## config.mk

```make
export PLATFORM = sky130hd
export DESIGN_NAME = scro_core
export DESIGN_NICKNAME = d
export VERILOG_FILES = /design/src/shared/scro_pkg.sv /design/src/core/scro_core.sv /design/src/core/scro_stack.sv
export VERILOG_INCLUDE_DIRS = /design/src /design/src/shared
export SDC_FILE = /design/constraint.sdc
export NUM_CORES = 2
export LEC_CHECK = 0
export ABC_AREA = 1
export BUFFER_PORTS_ARGS = -buffer_cell sky130_fd_sc_hd__buf_4
export CORE_MARGIN = 2
export CORE_UTILIZATION = 50
export CTS_CLUSTER_DIAMETER = 100
export CTS_CLUSTER_SIZE = 40
export DETAILED_ROUTE_END_ITERATION = 8
export PLACE_DENSITY_LB_ADDON = 0.08
export RECOVER_POWER = 25
export SLEW_MARGIN = 20
export SYNTH_ARGS = -nofsm -noshare
export SYNTH_HDL_FRONTEND = slang
export SYNTH_HIERARCHICAL = 1
export SYNTH_SLANG_ARGS = --single-unit
export TNS_END_PERCENT = 50
```

## constraint.sdc

```tcl
create_clock -name ref_clk_i -period 3.47 [get_ports ref_clk_i]
set_clock_uncertainty 0.1 [all_clocks]
set_input_delay 0.1735 -clock ref_clk_i [delete_from_list [all_inputs] [get_ports ref_clk_i]]
set_output_delay 0.1735 -clock ref_clk_i [all_outputs]
set_load 0.02 [all_outputs]
```

## src/shared/scro_defs.svh

```systemverilog
// offsets, opcodes and timing constants of the stack/call/reset decoder
`ifndef SCRO_DEFS_SVH
`define SCRO_DEFS_SVH

`define SCRO_OP_POP        16'h0006
`define SCRO_OP_PUSH       16'h0005
`define SCRO_OP_SWRST      16'h00FF
`define SCRO_OP_ZERO       16'h0000
`define SCRO_CALL_MSB      15
`define SCRO_CALL_LSB      11
`define SCRO_CALL_CODE     5'h1B
`define SCRO_NOP_CODE      4'hF
`define SCRO_OFS_W         11
`define SCRO_PC_W          21
`define SCRO_STK_DEPTH     31
`define SCRO_PTR_W         5
`define SCRO_PC_STEP       21'h000002
`define SCRO_PC_RST        21'h000000
`define SCRO_QUARTERS      4
`define SCRO_Q_PUSH        2'h1
`define SCRO_Q_POP         2'h2
`define SCRO_Q_RST         2'h1
`define SCRO_Q_PC          2'h3

`endif

```

## src/shared/scro_pkg.sv

```systemverilog
// types of the stack/call/reset decoder
package scro_pkg;

    typedef enum logic [3:0] {
        SCRO_ST_EXEC  = 4'h1,
        SCRO_ST_FLUSH = 4'h2,
        SCRO_ST_RST   = 4'h4,
        SCRO_ST_IDLE  = 4'h8
    } scro_state_t;

    typedef enum logic [2:0] {
        SCRO_K_NOP   = 3'h0,
        SCRO_K_POP   = 3'h1,
        SCRO_K_PUSH  = 3'h2,
        SCRO_K_CALL  = 3'h3,
        SCRO_K_RST   = 3'h4,
        SCRO_K_OTHER = 3'h5
    } scro_kind_t;

    typedef struct packed {
        scro_kind_t  kind;
        logic [10:0] offset;
    } scro_dec_t;

    typedef struct packed {
        logic        push;
        logic        pop;
        logic [20:0] data;
    } scro_stk_cmd_t;

endpackage : scro_pkg

```

## src/core/scro_core.sv

```systemverilog
// execution of pop, push, relative call, software reset and no-operation
// Behaviour
// - pop discards top entry, one cycle
// - push writes pc plus two, entries deepen up to 31
// - push one cycle, stack write in Q2
// - call 11011 prefix, 11-bit offset, two cycles
// - call pushes return, pc gets return+2n
// - offset signed, -1024 to +1023 words
// - software reset equals master-clear reset
// - software reset starts in Q2, one word
`timescale 1ns/1ps
`include "scro_defs.svh"

module scro_core
(
    input  wire logic                   ref_clk_i,
    input  wire logic                   rst_b_i,
    input  wire logic                   master_clear_input_b_i,
    input  wire logic [15:0]            instr_i,
    input  wire logic                   instr_valid_i,
    output logic                        instr_ready_o,
    output logic [`SCRO_PC_W-1:0]       pc_o,
    output logic [`SCRO_PC_W-1:0]       stack_top_entry_o,
    output logic [`SCRO_PTR_W-1:0]      stack_depth_o,
    output logic [1:0]                  quarter_o,
    output logic                        core_reset_o,
    output logic                        retired_o
);

    // ==========================================================
    // decode
    function automatic scro_pkg::scro_dec_t scro_decode(input logic [15:0] w);
        scro_pkg::scro_dec_t d;
        d.offset = w[`SCRO_OFS_W-1:0];
        if (w[`SCRO_CALL_MSB:`SCRO_CALL_LSB] == `SCRO_CALL_CODE)
            d.kind = scro_pkg::SCRO_K_CALL;
        else if (w == `SCRO_OP_POP)
            d.kind = scro_pkg::SCRO_K_POP;
        else if (w == `SCRO_OP_PUSH)
            d.kind = scro_pkg::SCRO_K_PUSH;
        else if (w == `SCRO_OP_SWRST)
            d.kind = scro_pkg::SCRO_K_RST;
        else if (w == `SCRO_OP_ZERO || w[15:12] == `SCRO_NOP_CODE)
            d.kind = scro_pkg::SCRO_K_NOP;
        else
            d.kind = scro_pkg::SCRO_K_OTHER;
        return d;
    endfunction : scro_decode

    // sign-extend the 11-bit word offset and double it
    function automatic logic [`SCRO_PC_W-1:0] scro_rel(input logic [10:0] n);
        return {{(`SCRO_PC_W-12){n[10]}}, n, 1'b0};
    endfunction : scro_rel

    scro_pkg::scro_state_t   state_r;
    scro_pkg::scro_state_t   state_nxt;
    logic [1:0]              q_r;
    logic [1:0]              q_nxt;
    logic [15:0]             ir_r;
    logic [15:0]             ir_nxt;
    logic [`SCRO_PC_W-1:0]   pc_r;
    logic [`SCRO_PC_W-1:0]   pc_nxt;
    logic                    ready_r;
    logic                    ready_nxt;
    logic                    rst_out_r;
    logic                    rst_out_nxt;
    logic                    ret_r;
    logic                    ret_nxt;
    scro_pkg::scro_dec_t     dec;
    scro_pkg::scro_stk_cmd_t stk_cmd;
    logic                    stk_clr;
    logic [`SCRO_PC_W-1:0]   stk_top;
    logic [`SCRO_PTR_W-1:0]  stk_depth;
    logic [`SCRO_PC_W-1:0]   top_r;
    logic [`SCRO_PTR_W-1:0]  depth_r;

    assign dec = scro_decode(ir_r);

    // ==========================================================
    // sequencing: four quarters per instruction cycle
    always_comb
    begin
        state_nxt   = state_r;
        q_nxt       = q_r + 2'h1;
        ir_nxt      = ir_r;
        pc_nxt      = pc_r;
        ready_nxt   = 1'b0;
        rst_out_nxt = 1'b0;
        ret_nxt     = 1'b0;
        stk_cmd     = '0;
        stk_clr     = 1'b0;
        unique case (state_r)
            scro_pkg::SCRO_ST_IDLE:
            begin
                q_nxt     = 2'h0;
                ready_nxt = 1'b1;
                if (instr_valid_i && ready_r)
                begin
                    ir_nxt    = instr_i;
                    ready_nxt = 1'b0;
                    state_nxt = scro_pkg::SCRO_ST_EXEC;
                end
            end
            scro_pkg::SCRO_ST_EXEC:
            begin
                if (dec.kind == scro_pkg::SCRO_K_PUSH && q_r == `SCRO_Q_PUSH)
                begin
                    stk_cmd.push = 1'b1;
                    stk_cmd.data = pc_r + `SCRO_PC_STEP;
                end
                if (dec.kind == scro_pkg::SCRO_K_CALL && q_r == `SCRO_Q_PUSH)
                begin
                    stk_cmd.push = 1'b1;
                    stk_cmd.data = pc_r + `SCRO_PC_STEP;
                end
                if (dec.kind == scro_pkg::SCRO_K_POP && q_r == `SCRO_Q_POP)
                    stk_cmd.pop = 1'b1;
                if (dec.kind == scro_pkg::SCRO_K_RST && q_r == `SCRO_Q_RST)
                begin
                    state_nxt   = scro_pkg::SCRO_ST_RST;
                    q_nxt       = 2'h0;
                    rst_out_nxt = 1'b1;
                end
                else if (q_r == `SCRO_Q_PC)
                begin
                    ret_nxt = 1'b1;
                    if (dec.kind == scro_pkg::SCRO_K_CALL)
                    begin
                        pc_nxt    = pc_r + `SCRO_PC_STEP + scro_rel(dec.offset);
                        state_nxt = scro_pkg::SCRO_ST_FLUSH;
                    end
                    else
                    begin
                        pc_nxt    = pc_r + `SCRO_PC_STEP;
                        state_nxt = scro_pkg::SCRO_ST_IDLE;
                        ready_nxt = 1'b1;
                    end
                end
            end
            scro_pkg::SCRO_ST_FLUSH:
            begin
                // second cycle of the call is a no-operation
                if (q_r == `SCRO_Q_PC)
                begin
                    state_nxt = scro_pkg::SCRO_ST_IDLE;
                    ready_nxt = 1'b1;
                end
            end
            scro_pkg::SCRO_ST_RST:
            begin
                // same effect as master clear: pc, stack and sequencer cleared
                stk_clr     = 1'b1;
                pc_nxt      = `SCRO_PC_RST;
                ir_nxt      = '0;
                rst_out_nxt = 1'b1;
                if (q_r == `SCRO_Q_PC)
                begin
                    state_nxt   = scro_pkg::SCRO_ST_IDLE;
                    rst_out_nxt = 1'b0;
                    ready_nxt   = 1'b1;
                end
            end
            default:
            begin
                state_nxt = scro_pkg::SCRO_ST_IDLE;
                q_nxt     = 2'h0;
            end
        endcase
        if (!master_clear_input_b_i)
        begin
            state_nxt   = scro_pkg::SCRO_ST_IDLE;
            q_nxt       = 2'h0;
            pc_nxt      = `SCRO_PC_RST;
            ir_nxt      = '0;
            ready_nxt   = 1'b0;
            rst_out_nxt = 1'b1;
            ret_nxt     = 1'b0;
            stk_clr     = 1'b1;
            stk_cmd     = '0;
        end
    end

    always_ff @(posedge ref_clk_i or negedge rst_b_i)
    begin
        if (!rst_b_i)
        begin
            state_r   <= scro_pkg::SCRO_ST_IDLE;
            q_r       <= 2'h0;
            ir_r      <= 16'h0000;
            pc_r      <= `SCRO_PC_RST;
            ready_r   <= 1'b0;
            rst_out_r <= 1'b1;
            ret_r     <= 1'b0;
            top_r     <= '0;
            depth_r   <= '0;
        end
        else
        begin
            state_r   <= state_nxt;
            q_r       <= q_nxt;
            ir_r      <= ir_nxt;
            pc_r      <= pc_nxt;
            ready_r   <= ready_nxt;
            rst_out_r <= rst_out_nxt;
            ret_r     <= ret_nxt;
            top_r     <= stk_top;
            depth_r   <= stk_depth;
        end
    end

    // ==========================================================
    // return stack
    scro_stack u_stack
    (
        .ref_clk_i (ref_clk_i),
        .rst_b_i   (rst_b_i),
        .clr_i     (stk_clr),
        .cmd_i     (stk_cmd),
        .top_o     (stk_top),
        .depth_o   (stk_depth)
    );

    assign instr_ready_o     = ready_r;
    assign pc_o              = pc_r;
    assign stack_top_entry_o = top_r;
    assign stack_depth_o     = depth_r;
    assign quarter_o         = q_r;
    assign core_reset_o      = rst_out_r;
    assign retired_o         = ret_r;

    // ==========================================================
    // checks
    pop_one_level_a : assert property (@(posedge ref_clk_i) disable iff (!rst_b_i)
        stk_cmd.pop && stk_depth != '0 && master_clear_input_b_i
        |=> stk_depth == $past(stk_depth) - 5'h01)
        else $error("pop did not drop one level");

    push_value_a : assert property (@(posedge ref_clk_i) disable iff (!rst_b_i)
        stk_cmd.push && dec.kind == scro_pkg::SCRO_K_PUSH && master_clear_input_b_i
        |=> stk_top == $past(pc_r) + `SCRO_PC_STEP)
        else $error("push did not store pc plus two");

    push_quarter_a : assert property (@(posedge ref_clk_i) disable iff (!rst_b_i)
        stk_cmd.push |-> q_r == `SCRO_Q_PUSH)
        else $error("stack write outside second quarter");

    call_two_cycles_a : assert property (@(posedge ref_clk_i) disable iff (!rst_b_i)
        state_r == scro_pkg::SCRO_ST_EXEC && dec.kind == scro_pkg::SCRO_K_CALL
        && q_r == `SCRO_Q_PC && master_clear_input_b_i
        |=> state_r == scro_pkg::SCRO_ST_FLUSH [*4] ##1 ready_r)
        else $error("call did not take two cycles");

    call_target_a : assert property (@(posedge ref_clk_i) disable iff (!rst_b_i)
        state_r == scro_pkg::SCRO_ST_EXEC && dec.kind == scro_pkg::SCRO_K_CALL
        && q_r == `SCRO_Q_PC && master_clear_input_b_i
        |=> pc_r == $past(pc_r) + `SCRO_PC_STEP + scro_rel($past(dec.offset)))
        else $error("call target wrong");

    offset_sign_a : assert property (@(posedge ref_clk_i) disable iff (!rst_b_i)
        dec.kind == scro_pkg::SCRO_K_CALL
        |-> (ir_r[10] ? scro_rel(dec.offset) >= 21'h1FF800 : scro_rel(dec.offset) <= 21'h0007FE))
        else $error("offset sign lost");

    swreset_clears_a : assert property (@(posedge ref_clk_i) disable iff (!rst_b_i)
        state_r == scro_pkg::SCRO_ST_RST |=> pc_r == `SCRO_PC_RST && stk_depth == '0)
        else $error("software reset left state");

    swreset_q2_a : assert property (@(posedge ref_clk_i) disable iff (!rst_b_i)
        state_r == scro_pkg::SCRO_ST_EXEC && dec.kind == scro_pkg::SCRO_K_RST
        && q_r == `SCRO_Q_RST && master_clear_input_b_i
        |=> core_reset_o && state_r == scro_pkg::SCRO_ST_RST)
        else $error("software reset not started in Q2");

    nop_quiet_a : assert property (@(posedge ref_clk_i) disable iff (!rst_b_i)
        state_r == scro_pkg::SCRO_ST_EXEC && dec.kind == scro_pkg::SCRO_K_NOP
        |-> !stk_cmd.push && !stk_cmd.pop)
        else $error("nop touched the stack");

    call_cov_c  : cover property (@(posedge ref_clk_i) disable iff (!rst_b_i)
        state_r == scro_pkg::SCRO_ST_FLUSH);
    rst_cov_c   : cover property (@(posedge ref_clk_i) disable iff (!rst_b_i)
        state_r == scro_pkg::SCRO_ST_RST);
    push_cov_c  : cover property (@(posedge ref_clk_i) disable iff (!rst_b_i)
        stk_cmd.push ##[1:20] stk_cmd.pop);

endmodule : scro_core

```

## src/core/scro_stack.sv

```systemverilog
// return stack in flip-flops with push/pop and top-entry view
`timescale 1ns/1ps
`include "scro_defs.svh"

module scro_stack
(
    input  wire logic                     ref_clk_i,
    input  wire logic                     rst_b_i,
    input  wire logic                     clr_i,
    input  wire scro_pkg::scro_stk_cmd_t  cmd_i,
    output logic [`SCRO_PC_W-1:0]         top_o,
    output logic [`SCRO_PTR_W-1:0]        depth_o
);

    logic [`SCRO_PC_W-1:0]  mem_r   [`SCRO_STK_DEPTH];
    logic [`SCRO_PC_W-1:0]  mem_nxt [`SCRO_STK_DEPTH];
    logic [`SCRO_PTR_W-1:0] ptr_r;
    logic [`SCRO_PTR_W-1:0] ptr_nxt;

    // ==========================================================
    // next state
    always_comb
    begin
        mem_nxt = mem_r;
        ptr_nxt = ptr_r;
        if (clr_i)
        begin
            ptr_nxt = '0;
        end
        else if (cmd_i.push)
        begin
            // overflow holds the pointer and overwrites the top entry; no trap is modelled
            if (ptr_r != `SCRO_PTR_W'(`SCRO_STK_DEPTH))
                ptr_nxt = ptr_r + 5'h01;
            mem_nxt[ptr_nxt == '0 ? 5'h00 : ptr_nxt - 5'h01] = cmd_i.data;
        end
        else if (cmd_i.pop && ptr_r != '0)
        begin
            ptr_nxt = ptr_r - 5'h01;
        end
    end

    // ==========================================================
    // registers
    always_ff @(posedge ref_clk_i or negedge rst_b_i)
    begin
        if (!rst_b_i)
        begin
            ptr_r <= '0;
            for (int i = 0; i < `SCRO_STK_DEPTH; i++)
                mem_r[i] <= '0;
        end
        else
        begin
            ptr_r <= ptr_nxt;
            mem_r <= mem_nxt;
        end
    end

    assign top_o   = (ptr_r == '0) ? '0 : mem_r[ptr_r - 5'h01];
    assign depth_o = ptr_r;

endmodule : scro_stack

```

## After elaboration in Yosys (flattened, before gate mapping)

Cells that the tools add are included.

- Bits in registers: 728

- Add/subtract/negate cells: 6
- Multiplexer cells: 60
- Reduce and logical (&&, ||, !) cells: 18
- Order comparisons: 3
- Bitwise logic cells: 3
- Equal/unequal tests: 24

Operators with widths:

| operator | count |
|---|---|
| bitwise mux 651 bit | 1 |
| 2-to-1 mux 21 bit | 10 |
| binary-select mux 21 bit (select 5 bit) | 1 |
| demux 21 bit (select 5 bit) | 1 |
| 2-to-1 mux 23 bit | 2 |
| case mux 21 bit (2 select lines) | 1 |
| 2-to-1 mux 5 bit | 7 |
| equality test 16 x 3 -> 1 bit, second input constant | 2 |
| 2-to-1 mux 16 bit | 2 |
| case mux 16 bit (2 select lines) | 1 |
| 2-to-1 mux 4 bit | 6 |
| adder 21 x 2 -> 21 bit, second input constant | 1 |
| adder 21 bit | 1 |
| 2-to-1 mux 1 bit | 17 |
| equality test 16 x 8 -> 1 bit, second input constant | 1 |
| zero test 16 bit | 1 |
| 2-to-1 mux 3 bit | 5 |
| greater-or-equal comparator 6 bit, second input constant | 2 |
| inverter 5 -> 6 bit | 2 |
| case mux 4 bit (3 select lines) | 1 |
| zero test 5 bit | 2 |
| subtractor 5 x 1 -> 5 bit, second input constant | 2 |
| inequality test 3 bit, second input constant | 3 |
| equality test 4 bit, second input constant | 2 |
| other kinds (28) | 40 |

## Depth between registers and ports, before layout

- Depth after elaboration: 23
- Gate-level depth with buffers: 22
- Depth with buffers taken out: 22

## Hierarchy

The synthesis kept the hierarchy.

Modules (own cells, without submodules):

| module | times used | cells an instance | area each (µm²) | seq. area each (µm²) |
|---|---|---|---|---|
| scro_stack | 1 | 4397 | 32492.4 | 16415.7 |
| scro_core | 1 | 643 | 4720.8 | 1779.2 |

## Worst setup path after synthesis

No wires, ideal clock.

- Path type: reg-to-reg
- Start point: register u_stack.ptr_r[0] (netlist: u_stack/depth_o[0])
- End point: register u_stack/mem_r[315] (netlist bit)
- Setup time: 0.117 ns
- Stages on the path, launching flop included: 20
- Setup slack: -0.217 ns
- Clock period less this slack: 3.687 ns
- Data required time: 3.253 ns
- Arrival time: 3.470 ns
- Cell sequence: dfrtp_1 -> buf_2 -> inv_2 -> clkbuf_1 -> clkbuf_1 -> clkbuf_1 -> ha_1 -> buf_2 -> inv_1 -> nand2_1 -> nand2_1 -> inv_1 -> ha_1 -> nand3b_1 -> nor2_1 -> buf_2 -> nand3_1 -> clkbuf_1 -> nand2_1 -> nand2_1

- Longest elaborated chain between the ends: 12
- Elaborated cells between the ends (all ways): 15
- Those cells by class: add/sub: 2; order compare: 2; eq/ne: 1; mux: 7; bitwise: 1; reduce/logical: 2

RTL lines:

| what | RTL line | source |
|---|---|---|
| start: declaration | scro_stack.sv:17 | `` logic [`SCRO_PTR_W-1:0] ptr_r; `` |
| start signal: assignment | scro_stack.sv:55 | `ptr_r <= ptr_nxt;` |
| adder 5 x 1 -> 5 bit / inequality test 5 bit (equally long branches) | scro_stack.sv:34, scro_stack.sv:33 |  |
| 2-to-1 mux 5 bit (*) | scro_stack.sv:33 | `` if (ptr_r != `SCRO_PTR_W'(`SCRO_STK_DEPTH)) `` |
| 2-to-1 mux 5 bit (*) | scro_stack.sv:30 | `else if (cmd_i.push)` |
| 2-to-1 mux 5 bit (*) | scro_stack.sv:26 | `if (clr_i)` |
| subtractor 5 x 1 -> 5 bit / zero test 5 bit (equally long branches) | scro_stack.sv:35 | `mem_nxt[ptr_nxt == '0 ? 5'h00 : ptr_nxt - 5'h01] = cmd_i.data;` |
| 2-to-1 mux 5 bit (*) | scro_stack.sv:35 |  |
| inverter 5 -> 6 bit (*) | scro_stack.sv:35 |  |
| greater-or-equal comparator 6 bit (implied by the code) / less-than comparator 6 x 1 -> 1 bit (equally long branches) | scro_stack.sv:35 |  |
| logical AND 1 bit (implied by the code) | scro_stack.sv:35 |  |
| 2-to-1 mux 21 bit | scro_stack.sv:35 |  |
| demux 21 bit (select 5 bit) (*) | scro_stack.sv:35 |  |
| bitwise mux 651 bit (*) | scro_stack.sv:35 |  |
| end signal: assignment | scro_stack.sv:56 | `mem_r <= mem_nxt;` |
| end: declaration | scro_stack.sv:15 | `` logic [`SCRO_PC_W-1:0] mem_r [`SCRO_STK_DEPTH]; `` |

Mark *: on every way between the ends. The rest lies on a longest branch, timed or not. The select of a mux whose other input is x is not followed.
A chain may end at the register's enable or synchronous reset.

## Worst setup path in the final report

- Start point: register u_stack.ptr_r[0] (netlist: u_stack/depth_o[0])
- End point: register u_stack/mem_r[497] (netlist bit)

Same word-level chain as after synthesis.

==> metrics.yaml <==
floorplanning:
  num_rows: 100
  die_y_um: 276.8
  fp.dieArea_mm2: 0.07662
  start_util_pct: 50.24
  core_area_mm2: 0.07407
  io_pins: 72
  die_width_um: 276.8
yosys:
  synth.mux.area_fraction_pct: 0
  synth_xor_area_share_pct: 0.4943
  synth-simple-area-share_pct: 38.17
  synth.distinct_cells: 45
  synth_adder_area_share_pct: 1.029
  synth_compound_area_share_pct: 5.030
  syn_avg_cell_area_um2: 7.384
  synth_edf_count: 0
  syn_area_mm2: 0.03721
  ys.flop_type: "dfrtp_1"
  yosys_warnings: 6
  yosysSeqAreaShare_pct: 48.89
  syn_inst: 5040
  synth_top_family_by_area: "simple AND/OR/NAND/NOR gates"
  ys_ff_latch: 727
  synth-async-reset-ratio_pct: 100.0
cts:
  clk_pin_slew_worst_paths_ps: 120
  cts_buffers: 31
  ctsRootBufferMaster: "clkbuf_16"
  clock_sinks: 727
  cts_buffer_depth: 3
  cts_tree: "built"
  htreeDepth: 1
  worst_skew_pair.late_latency_ps: 700
detailed_routing:
  first_pass_iters: 6
  drc: 0
  via_per_inst: 5.775
  initialDrtViolationCount: 3691
  wire_per_inst_um: 20.94
  drt_wl_total_um: 123700
  num_vias: 34130
  antenna_left: 0
placement:
  postPlaceCellArea_mm2: 0.03916
  globalplace.congestion: 0.8781
  dp_cells: 5831
  port_buffers: 70
  pre_cts_ws_ps: 252.1
  hpwl_um: 73250
global_route:
  track_usage_pct: 32.21
  grt_pass1_wl_um: 196600
  grt_max_degree: 215
  grt_busiest_layer: "met2"
  gr-usage-met3_pct: 3.198
  use_met2_pct: 52.01
  antenna_found_initial: 1
  overflow: 0
  grt_pass1_vias: 33220
  met1_usage_pct: 46.38
sta:
  maxSlewViolCount: 127
  hold_violations: 0
  max_slew_margin_pct: -23.35
  setup_slack_ps: 176.1
  final.period_utilization_pct: 94.92
  tightestPinTransition_ps: 1850
  fmax_ghz: 0.3036
  setup_viol: 0
  period_minus_slack_ps: 3294
  setup_tns_ps: 0
  fin_hold_ws_ps: 188.8
  rsz0062_at_grt: "false"
final_layout:
  regArea_mm2: 0.01820
  area_growth_pct: 8.702
  layout.cells.non_filler: 5909
  fill_cells: 7214
  multi_input_area_mm2: 0.01685
  nets: 4966
  layout-drive-gt1-share_pct: 7.085
  final_area_mm2: 0.04045
  antenna_cells: 0
setup_path:
  cp.arrival_ps: 3740
  critPathTopFamily: "simple AND/OR/NAND/NOR gates"
  crit_top_cell: "nand2_1"
  crit_required_ps: 3920
  crit_chain: "ha_1, nand4_1, nand2_1, nand2_1, inv_1, ha_1, nand3b_1, nor2_4, buf_4, nand3_1, buf_4, nand2_1, nand2_1"
  cp-end-kind: "flop"
  critPathMaxStageDelay_ps: 560
  worstSetupPathType: "flop to flop"
  worstPathMaxFanout: 21
  worstSetupStartpointType: "flop"
  critPathBufInv: 3
  slowest_stage: "dfrtp_4"
hold_path:
  min-delay-path-class: "primary input to flop"
status:
  status: "finished, violations left"
  violations: "capacitance limit, slew limit"
pwr:
  p_per_area_mw_per_mm2: 376.6
  peakVddDrop_uv: 389.6
  power.leakage_nw: 20.18
flow_run:
  cap_violations: 3
## what timing repair did
action,4_1_cts,5_1_grt
hold endpoints to repair,519,0
gates resized for setup,0,6
setup buffers,0,0
endpoints found under the setup margin,0,26
hold buffers,21,0
## flip-flops by register name (all words and copies together), names as in the netlist, 2 cells and up
| name | count |
|---|---|
| u_stack/depth_o | 5 |
| pc_o | 20 |
| stack_top_entry_o | 21 |
| u_stack/mem_r | 651 |
| state_r | 4 |
| quarter_o | 2 |
| stack_depth_o | 5 |
| ir_r | 16 |
## per-layer routing
metal	share of wire, %	wire (µm)
met5	0.011	13
met4	2.7	3344
met3	6.7	8250
met2	47	57640
met1	44	54500
## where the power goes
group | internal (mW) | leakage, nW | switching, mW | total [mW]
Combinational | 0.335 | 9.45 | 0.840 | 1.17
Clock | 2.01 | 0.592 | 3.38 | 5.39
Sequential | 8.58 | 10.1 | 0.0967 | 8.67
## cell type report
cell class,instances,area share (%)
Clock buffer,31,1.918
Clock inverter,26,1.178
Inverter,157,1.488
Multi-Input combinational cell,3732,41.67
Sequential cell,727,44.99
Tap cell,969,2.997
Timing Repair Buffer,267,5.762
## worst min-delay path, stage by stage
cell and delay, ps:
dlygate4sd3_1 520, buf_4 100, nand3_1 60, o21ai_0 70
## through the flow
stage | utilization, % | power (mW)
6_report | 54.61 | 15.23
5_1_grt | 54.61 | 15.79
4_1_cts | 54.85 | 15.35
3_5_place_dp | 52.87 | 10.00
3_3_place_gp | 52.87 | 10.00
2_1_floorplan | - | 9.487
## Yosys cell counts (4+ instances only)
library cell	instances	area, µm²
nand2_1	2031	7624
nand3_1	963	4820
dfrtp_1	725	18140
clkbuf_1	267	1002
o21ai_0	246	1231
nand4_1	146	913.4
nor2_1	143	536.8
inv_1	142	533.0
buf_2	97	485.5
a21oi_1	73	365.4
buf_1	46	172.7
ha_1	29	362.9
inv_2	15	56.30
nor3_1	15	75.07
buf_4	13	97.59
o22ai_1	13	81.33
xor2_1	13	113.9
o21bai_1	8	60.06
o211ai_1	6	45.04
o21ai_1	5	25.02
nand2_2	4	25.02
## worst paths after layout
path / start / end / depth (start not counted) / slack (ps)
worst max-delay path: u_stack/depth_o[0] / u_stack/mem_r[497] / 13 / 180
worst min-delay path: instr_i[10] / ir_r[10] / 4 / 190
worst max register to register: u_stack/depth_o[0] / u_stack/mem_r[497] / 13 / 180
worst min register to register: u_stack/depth_o[4] / stack_depth_o[4] / 0 / 370
max in group asynchronous: rst_b_i / u_stack/mem_r[641] / 4 / 580
min in group asynchronous: rst_b_i / u_stack/mem_r[311] / 3 / 450
## cells by family after synthesis
| kind of cell | Yosys count |
|---|---|
| AOI/OAI and AO/OA | 359 |
| xor gates and xnor gates | 18 |
| adders and majority gates | 30 |
| buffers and inverters | 582 |
| DFF | 727 |
| other | 1 |
| and+or+nand+nor | 3323 |
## cell usage in the layout (no fill, tap or decap), types with 5 or more instances in the layout
cell type and instances:
nand2_1 2031, nand3_1 962, dfrtp_1 724, o21ai_0 246, buf_4 176, nand4_1 146, inv_1 140, nor2_1 118
a21oi_1 72, clkbuf_1 32, clkbuf_16 31, buf_12 31, ha_1 27, nor2_2 21, dlygate4sd3_1 21, inv_2 15
nor3_1 13, o22ai_1 13, inv_12 12, xor2_1 10, nor2_4 9, o21bai_1 8, o211ai_1 6, o21ai_1 5
clkinv_8 5
(Power assumes the default switching activity.)
